`src/sw_regs.svh`:
```
// Register offsets, field positions, reset values and timing counts of the safety watchdog
`ifndef SW_REGS_SVH
`define SW_REGS_SVH

`define SW_OFS_CTRL 12'h000
`define SW_OFS_MODE 12'h004
`define SW_OFS_STAT 12'h008
`define SW_OFS_IRQ_ST 12'h00C
`define SW_OFS_IRQ_MASK 12'h010
`define SW_OFS_COUNT 12'h014

`define SW_KEY_MSB 31
`define SW_KEY_LSB 24
`define SW_KEY_VALUE 8'hC4
`define SW_RESTART_BIT 0

`define SW_WDV_MSB 11
`define SW_WDV_LSB 0
`define SW_FIE_BIT 12
`define SW_RSTEN_BIT 13
`define SW_PROC_BIT 14
`define SW_DIS_BIT 15
`define SW_WDD_MSB 27
`define SW_WDD_LSB 16
`define SW_DBG_BIT 28
`define SW_IDLE_BIT 29

`define SW_STAT_UNF_BIT 0
`define SW_STAT_ERR_BIT 1

`define SW_MODE_RESET 32'h3FFF_AFFF
`define SW_STAT_RESET 32'h0000_0000

`define SW_SYS_CLK_HZ 40_000_000
`define SW_SLOW_CLK_HZ 32_768
`define SW_SLOW_DIV (`SW_SYS_CLK_HZ / `SW_SLOW_CLK_HZ)
`define SW_PRESCALE 128

`endif

```
`src/sw_pkg.sv`:
```
// Types shared by the safety watchdog modules
package sw_pkg;

    typedef struct packed {
        logic [1:0] reserved;
        logic idle_halt;
        logic debug_halt;
        logic [11:0] window_delta_value;
        logic counter_disable;
        logic processor_only_reset;
        logic fault_reset_enable;
        logic fault_irq_enable;
        logic [11:0] counter_reload_value;
    } sw_mode_t;

    typedef struct packed {
        logic window_error_flag;
        logic underflow_flag;
    } sw_flags_t;

    typedef struct packed {
        logic wr;
        logic rd;
        logic [11:0] addr;
        logic [31:0] wdata;
    } sw_bus_req_t;

    typedef struct packed {
        logic ph_wr;
        logic ph_rd;
        logic [11:0] addr;
    } sw_ahb_st_t;

    typedef struct packed {
        sw_mode_t mode;
        logic mode_locked;
        logic [11:0] count;
        sw_flags_t flags;
        logic fault;
        sw_flags_t irq_status;
        sw_flags_t irq_mask;
    } sw_core_st_t;

endpackage : sw_pkg

```
`src/sw_tick_div.sv`:
```
// Enable-pulse divider with synchronous clear
`timescale 1ns/1ps
module sw_tick_div #(
    parameter int DIVIDE = 128
) (
    input wire logic clk_sys,
    input wire logic rst,
    input wire logic en,
    input wire logic clr,
    output logic tick
);
    localparam int W = (DIVIDE > 1) ? $clog2(DIVIDE) : 1;
    localparam logic [W-1:0] LAST = W'(DIVIDE - 1);

    typedef struct packed {
        logic [W-1:0] cnt;
    } sw_div_st_t;

    sw_div_st_t st_q;
    sw_div_st_t st_d;

    assign tick = en && !clr && (st_q.cnt == LAST);

    always_comb begin
        st_d = st_q;
        if (clr) begin
            st_d.cnt = '0;
        end else if (en) begin
            st_d.cnt = (st_q.cnt == LAST) ? '0 : st_q.cnt + W'(1);
        end
    end

    always_ff @(posedge clk_sys) begin
        if (rst) begin
            st_q <= '0;
        end else begin
            st_q <= st_d;
        end
    end
endmodule : sw_tick_div

```
`src/sw_ahb_slave.sv`:
```
// AHB-Lite slave front end: zero wait states, word transfers only
`timescale 1ns/1ps
module sw_ahb_slave
    import sw_pkg::*;
(
    input wire logic clk_sys,
    input wire logic rst,
    input wire logic hsel,
    input wire logic [31:0] haddr,
    input wire logic [1:0] htrans,
    input wire logic hwrite,
    input wire logic [2:0] hsize,
    input wire logic hready,
    input wire logic [31:0] hwdata,
    output logic hreadyout,
    output logic hresp,
    output sw_bus_req_t req
);
    sw_ahb_st_t st_q;
    sw_ahb_st_t st_d;
    logic take;

    // Non-word sizes are answered OKAY but have no effect
    assign take = hsel && htrans[1] && hready && (hsize == 3'h2);
    assign hreadyout = 1'b1;
    assign hresp = 1'b0;

    always_comb begin
        st_d = st_q;
        st_d.ph_wr = take && hwrite;
        st_d.ph_rd = take && !hwrite;
        if (take) begin
            st_d.addr = {haddr[11:2], 2'h0};
        end
        req.wr = st_q.ph_wr;
        req.rd = st_q.ph_rd;
        req.addr = st_q.addr;
        req.wdata = hwdata;
    end

    always_ff @(posedge clk_sys) begin
        if (rst) begin
            st_q <= '0;
        end else begin
            st_q <= st_d;
        end
    end
endmodule : sw_ahb_slave

```
`src/sw_watchdog.sv`:
```
// Safety watchdog: windowed 12-bit down counter with write-once mode and fault outputs
`timescale 1ns/1ps
`include "sw_regs.svh"
module sw_watchdog
    import sw_pkg::*;
#(
    parameter int SLOW_DIV = `SW_SLOW_DIV,
    parameter int PRESCALE = `SW_PRESCALE
) (
    input wire logic clk_sys,
    input wire logic rst,
    input wire logic hsel,
    input wire logic [31:0] haddr,
    input wire logic [1:0] htrans,
    input wire logic hwrite,
    input wire logic [2:0] hsize,
    input wire logic hready,
    input wire logic [31:0] hwdata,
    output logic [31:0] hrdata,
    output logic hreadyout,
    output logic hresp,
    input wire logic cpu_debug,
    input wire logic sys_idle,
    output logic irq,
    output logic fault_req,
    output logic fault_proc_only,
    output logic fault_all
);

    sw_bus_req_t req;
    sw_core_st_t st_q;
    sw_core_st_t st_d;

    logic slow_tick;
    logic count_tick;
    logic running;
    logic ctrl_write;
    logic key_ok;
    logic restart_req;
    logic in_window;
    logic restart_ok;
    logic window_error;
    logic mode_write;
    logic underflow;
    logic status_read;
    logic prescale_clr;
    logic any_fault;
    sw_flags_t events;
    sw_flags_t irq_events;
    sw_flags_t irq_clear;
    logic [31:0] status_word;
    logic [31:0] count_word;

    sw_ahb_slave u_bus (
        .clk_sys(clk_sys),
        .rst(rst),
        .hsel(hsel),
        .haddr(haddr),
        .htrans(htrans),
        .hwrite(hwrite),
        .hsize(hsize),
        .hready(hready),
        .hwdata(hwdata),
        .hreadyout(hreadyout),
        .hresp(hresp),
        .req(req)
    );

    // Slow clock stands in as a free-running enable from the system clock
    sw_tick_div #(
        .DIVIDE(SLOW_DIV)
    ) u_slow_div (
        .clk_sys(clk_sys),
        .rst(rst),
        .en(1'b1),
        .clr(1'b0),
        .tick(slow_tick)
    );

    // Prescaler only advances while the counter may run, so halts freeze it too
    sw_tick_div #(
        .DIVIDE(PRESCALE)
    ) u_prescale (
        .clk_sys(clk_sys),
        .rst(rst),
        .en(slow_tick && running),
        .clr(prescale_clr),
        .tick(count_tick)
    );

    // Counting gate from the disable and halt bits
    always_comb begin
        running = !st_q.mode.counter_disable;
        if (cpu_debug && st_q.mode.debug_halt) begin
            running = 1'b0;
        end
        if (sys_idle && st_q.mode.idle_halt) begin
            running = 1'b0;
        end
    end

    // Control register decode
    assign ctrl_write = req.wr && (req.addr == `SW_OFS_CTRL);
    assign key_ok = (req.wdata[`SW_KEY_MSB:`SW_KEY_LSB] == `SW_KEY_VALUE);
    assign restart_req = ctrl_write && key_ok && req.wdata[`SW_RESTART_BIT];

    // The window check applies even while disabled, so a stray restart is still caught
    assign in_window = (st_q.count <= st_q.mode.window_delta_value);
    assign restart_ok = restart_req && in_window;
    assign window_error = restart_req && !in_window;

    // Mode register accepts its first write only
    assign mode_write = req.wr && (req.addr == `SW_OFS_MODE) && !st_q.mode_locked;

    // Underflow when a count step finds the counter already at zero
    assign underflow = count_tick && (st_q.count == 12'h000);

    assign status_read = req.rd && (req.addr == `SW_OFS_STAT);
    assign prescale_clr = restart_ok || mode_write;

    assign events.underflow_flag = underflow;
    assign events.window_error_flag = window_error;
    assign any_fault = underflow || window_error;

    // Interrupt events only when fault interrupts are enabled
    assign irq_events = st_q.mode.fault_irq_enable ? events : '0;

    // Write-one-to-clear on the interrupt status word, plus clear on status read
    always_comb begin
        irq_clear = '0;
        if (req.wr && (req.addr == `SW_OFS_IRQ_ST)) begin
            irq_clear = sw_flags_t'(req.wdata[1:0]);
        end
        if (status_read) begin
            irq_clear = '1;
        end
    end

    // Next-state logic for everything software can see
    always_comb begin
        st_d = st_q;

        if (mode_write) begin
            st_d.mode = sw_mode_t'(req.wdata);
            st_d.mode.reserved = 2'h0;
            st_d.mode_locked = 1'b1;
        end

        // A mode write restarts with the new reload value
        if (mode_write) begin
            st_d.count = req.wdata[`SW_WDV_MSB:`SW_WDV_LSB];
        end else if (restart_ok) begin
            st_d.count = st_q.mode.counter_reload_value;
        end else if (underflow) begin
            st_d.count = st_q.mode.counter_reload_value;
        end else if (count_tick) begin
            st_d.count = st_q.count - 12'h001;
        end

        // Set wins over the read clear so an event in the read cycle survives
        st_d.flags.underflow_flag =
            (st_q.flags.underflow_flag && !status_read) || underflow;
        st_d.flags.window_error_flag =
            (st_q.flags.window_error_flag && !status_read) || window_error;

        // Fault request follows the reset enable and holds until the status read
        if (any_fault && st_q.mode.fault_reset_enable) begin
            st_d.fault = 1'b1;
        end else if (status_read) begin
            st_d.fault = 1'b0;
        end

        st_d.irq_status = (st_q.irq_status & ~irq_clear) | irq_events;

        if (req.wr && (req.addr == `SW_OFS_IRQ_MASK)) begin
            st_d.irq_mask = sw_flags_t'(req.wdata[1:0]);
        end
    end

    always_ff @(posedge clk_sys) begin
        if (rst) begin
            st_q.mode <= sw_mode_t'(`SW_MODE_RESET);
            st_q.mode_locked <= 1'b0;
            st_q.count <= 12'(`SW_MODE_RESET & 32'h0000_0FFF);
            st_q.flags <= '0;
            st_q.fault <= 1'b0;
            st_q.irq_status <= '0;
            st_q.irq_mask <= '0;
        end else begin
            st_q <= st_d;
        end
    end

    // Read-back words
    assign status_word = {30'h0, st_q.flags.window_error_flag, st_q.flags.underflow_flag};
    assign count_word = {15'h0, running, 4'h0, st_q.count};

    // Unmapped and write-only locations read as zero
    always_comb begin
        hrdata = 32'h0000_0000;
        if (req.rd) begin
            unique case (req.addr)
                `SW_OFS_MODE: begin
                    hrdata = st_q.mode;
                end
                `SW_OFS_STAT: begin
                    hrdata = status_word;
                end
                `SW_OFS_IRQ_ST: begin
                    hrdata = {30'h0, st_q.irq_status};
                end
                `SW_OFS_IRQ_MASK: begin
                    hrdata = {30'h0, st_q.irq_mask};
                end
                `SW_OFS_COUNT: begin
                    hrdata = count_word;
                end
                default: begin
                    hrdata = 32'h0000_0000;
                end
            endcase
        end
    end

    // Level interrupt from unmasked sticky bits
    assign irq = |(st_q.irq_status & st_q.irq_mask);

    // Reset scope split for the reset controller
    assign fault_req = st_q.fault;
    assign fault_proc_only = st_q.fault && st_q.mode.processor_only_reset;
    assign fault_all = st_q.fault && !st_q.mode.processor_only_reset;

endmodule : sw_watchdog

```
`config.mk`:
```
export PLATFORM = sky130hd
export DESIGN_NAME = sw_watchdog
export DESIGN_NICKNAME = d
export VERILOG_FILES = /design/src/sw_pkg.sv /design/src/sw_tick_div.sv /design/src/sw_ahb_slave.sv /design/src/sw_watchdog.sv
export VERILOG_INCLUDE_DIRS = /design/src /design/src/src
export SDC_FILE = /design/constraint.sdc
export NUM_CORES = 1
export LEC_CHECK = 0
export ABC_AREA = 0
export ABC_CLOCK_PERIOD_IN_PS = 3100
export BUFFER_PORTS_ARGS = -buffer_cell sky130_fd_sc_hd__buf_2
export CAP_MARGIN = 20
export CORE_UTILIZATION = 50
export CTS_CLUSTER_DIAMETER = 40
export DETAILED_ROUTE_END_ITERATION = 10
export HOLD_SLACK_MARGIN = 0.1
export PLACE_DENSITY = 0.8
export SKIP_CTS_REPAIR_TIMING = 1
export SLEW_MARGIN = 5
export SYNTH_ARGS = -nofsm -noshare
export SYNTH_HDL_FRONTEND = slang
export SYNTH_SLANG_ARGS = --single-unit
```
`constraint.sdc`:
```
create_clock -name clk_sys -period 3.1 [get_ports clk_sys]
set_clock_uncertainty 0.05 [all_clocks]
set_input_delay 0.31 -clock clk_sys [delete_from_list [all_inputs] [get_ports clk_sys]]
set_output_delay 0.31 -clock clk_sys [all_outputs]
set_load 0.02 [all_outputs]
```
==> run metrics <==
status=finished, final reports clean; GR Layer Usage met2=0.454; Residual DRC=0; Max Slew Vio Count=0; via/cell ratio=5.94; clk_lat worst skew=approximately 350 ps; DP HPWL=8970 um; Post-synth EDFFs=0; Post-Place Setup Slack=between 200 and 300 ps; met3 Use GR=0.0592; final cycle utilization of the critical path=0.934; Leakage=around 2.4 nW; combinational power share=0.044; CTS Sinks=80; Port-buffer cells=86; sequential fraction of the synthesis area=0.363; Clock Tree Root=clkbuf_8; largest net degree at the start of global routing=50; Flop pwr share=0.525; P per Cell Area=380 nW/um^2; cell row count=33; drt first pass iters=5; Clk pwr share=0.431; Critical Path Start Type=flip-flop; FFs w/ async S/R, synth=0; Finished Layout Cells=742; Worst EP required=3290 ps; internal power=approximately 1.5 mW; GRT Residual Overflow=0; Starting Density=0.526; crit-path max FO=13; drt total wl=between 10,000 and 15,000 um; final count of hold timing violations=0; Routed WL per cell=about 16 um; dpl cells=726; initial antenna violation count=0; Seq cells post-synth=80; die span in y=roughly 96 um; Die Area=9190 sq um; worst hold path type=input pin to flip-flop; CTS H-tree lvls=3; final setup fails=0; ant diodes=0; Final ANT Viol Nets=0; clock transition at the registers of the reported paths=~90 ps; Worst-Margin Slew=613 ps; CP arrival=just over 3000 ps; Switching Power=0.448 mW; overall power=1.97 mW; final core utilization=0.620; Period minus WS final=about 2900 ps; Worst VDD drop=around 0.24 mV; met1 Usage GRT=0.360; Mapped Avg Cell Area=about 8.1 sq um; RSZ-0062 raised after global routing=false; RePlAce Congestion=0.958; synthesized area=between 4000 and 5000 sq um; Crit Path Class=flip-flop to flip-flop; # IOs=114; Fin Setup TNS=0 ps; Max Freq=about 350 MHz; DR vias=~4,400; Rel. slew slack=0.591; total CTS buffers=9; first-pass GRT wire length=roughly 20,000 um; crit path capture type=flip-flop; final worst slack=204 ps; clock buffer depth=2; synthesized instance count=between 500 and 600; Core Footprint=around 8400 sq um; max_cap viols=0; CTS tree=yes; Area Overhead vs Synth=17.9%; Syn. warnings=0; initial drt markers=about 280; switching share of power=0.227; final layout net count=~720; share of layout cells above drive strength 1=0.212; die width=95.9 um; vias in the first global route=4,075; Post-synth top flop=dfxtp_1; Netlist cell types=65; Most Crowded Layer GR=met2; All-Layer GR Usage=0.277
cell usage after synthesis, drive strengths merged, types with 11 or more instances:
library cell,n,area share
and3,28,0.040
nand3,19,0.022
a21oi,32,0.036
nand2,72,0.061
o211ai,16,0.027
nor2,60,0.051
clkbuf,20,0.017
nand4,15,0.021
inv,21,0.018
ha,15,0.043
xor2,11,0.022
a22oi,11,0.019
mux2i,16,0.036
dfxtp,80,0.36
per-stage QoR:
stage          hold WS (ps)  area [sq um]
2_1_floorplan           336          4410
3_3_place_gp            393          4970
3_5_place_dp            404          4970
4_1_cts                73.7          5180
5_1_grt                 120          5190
6_report                120          5190
metal layers:
metal,up-vias,share of wire
met2,166,0.47
met3,23,0.068
li1,2131,-
met5,-,0
met1,2084,0.45
met4,0,0.018
placed cells by master (no fill, tap or decap), drive strengths merged, types with 6 or more instances in the layout:
cell	n
dfxtp	80
o31ai	6
clkbuf	9
a22oi	11
or3	6
nand2	72
mux2i	16
xnor2	6
buf	103
nor4	6
xor2	11
a31oi	6
and3	28
a21oi	32
nor2b	6
nand3	19
ha	15
and2	7
inv	23
o211ai	16
nand4	15
nor2	60
o21ai	10
power by group through the flow:
stage	combinational [mW]	clock [mW]	sequential [mW]
global route	0.0968	0.901	1.04
finish	0.0874	0.849	1.04
floorplan	0.0429	0	1.06
CTS	0.0860	0.858	1.04
detailed placement	0.0856	0	1.06
global placement	0.0830	0	1.06
area by class of cell:
class                   count  area, sq um
clock buffers               9          124
clock inverters             6         92.6
fillers                   736         3190
inverters                  21         78.8
multi-input cells         417         2600
flip-flops and latches     80         1600
well taps                 105          131
repair buffers            104          568
worst paths after layout:
kind	startpoint	end	slack, ps	cells after the start
max	u_bus.req[41]	count_word[9]	200	7
max reg2reg	u_bus.req[41]	count_word[9]	200	7
min reg2reg	st_q[24]	st_q[24]	410	2
min	hwdata[15]	st_q[35]	120	3
worst max-delay path, cell delays in order, from the launching register on:
cell       delay [ps]
dfxtp_1           320
nor3_1            440
and2_0            420
o2111ai_1         230
o31a_1            370
and2_1            370
a31o_2            290
a211o_1           290
sequential cells by signal, indices dropped and copies added (netlist names):
register,cells
st_q,37
u_bus.req,12
fault_req,1
count_word,12
u_slow_div.st_q,11
u_prescale.st_q,7
cells by family after synthesis:
logic type / share of synthesized area
multiplexers: 0.0363
adder cells (fa/ha/maj): 0.0426
XOR/XNOR: 0.0338
AO/OA/AOI/OAI: 0.171
AND/OR/NAND/NOR: 0.303
other: 0.00170
flip-flops: 0.363
buffers and inverters: 0.0488
No activity file was read; power rests on OpenSTA's default activity.
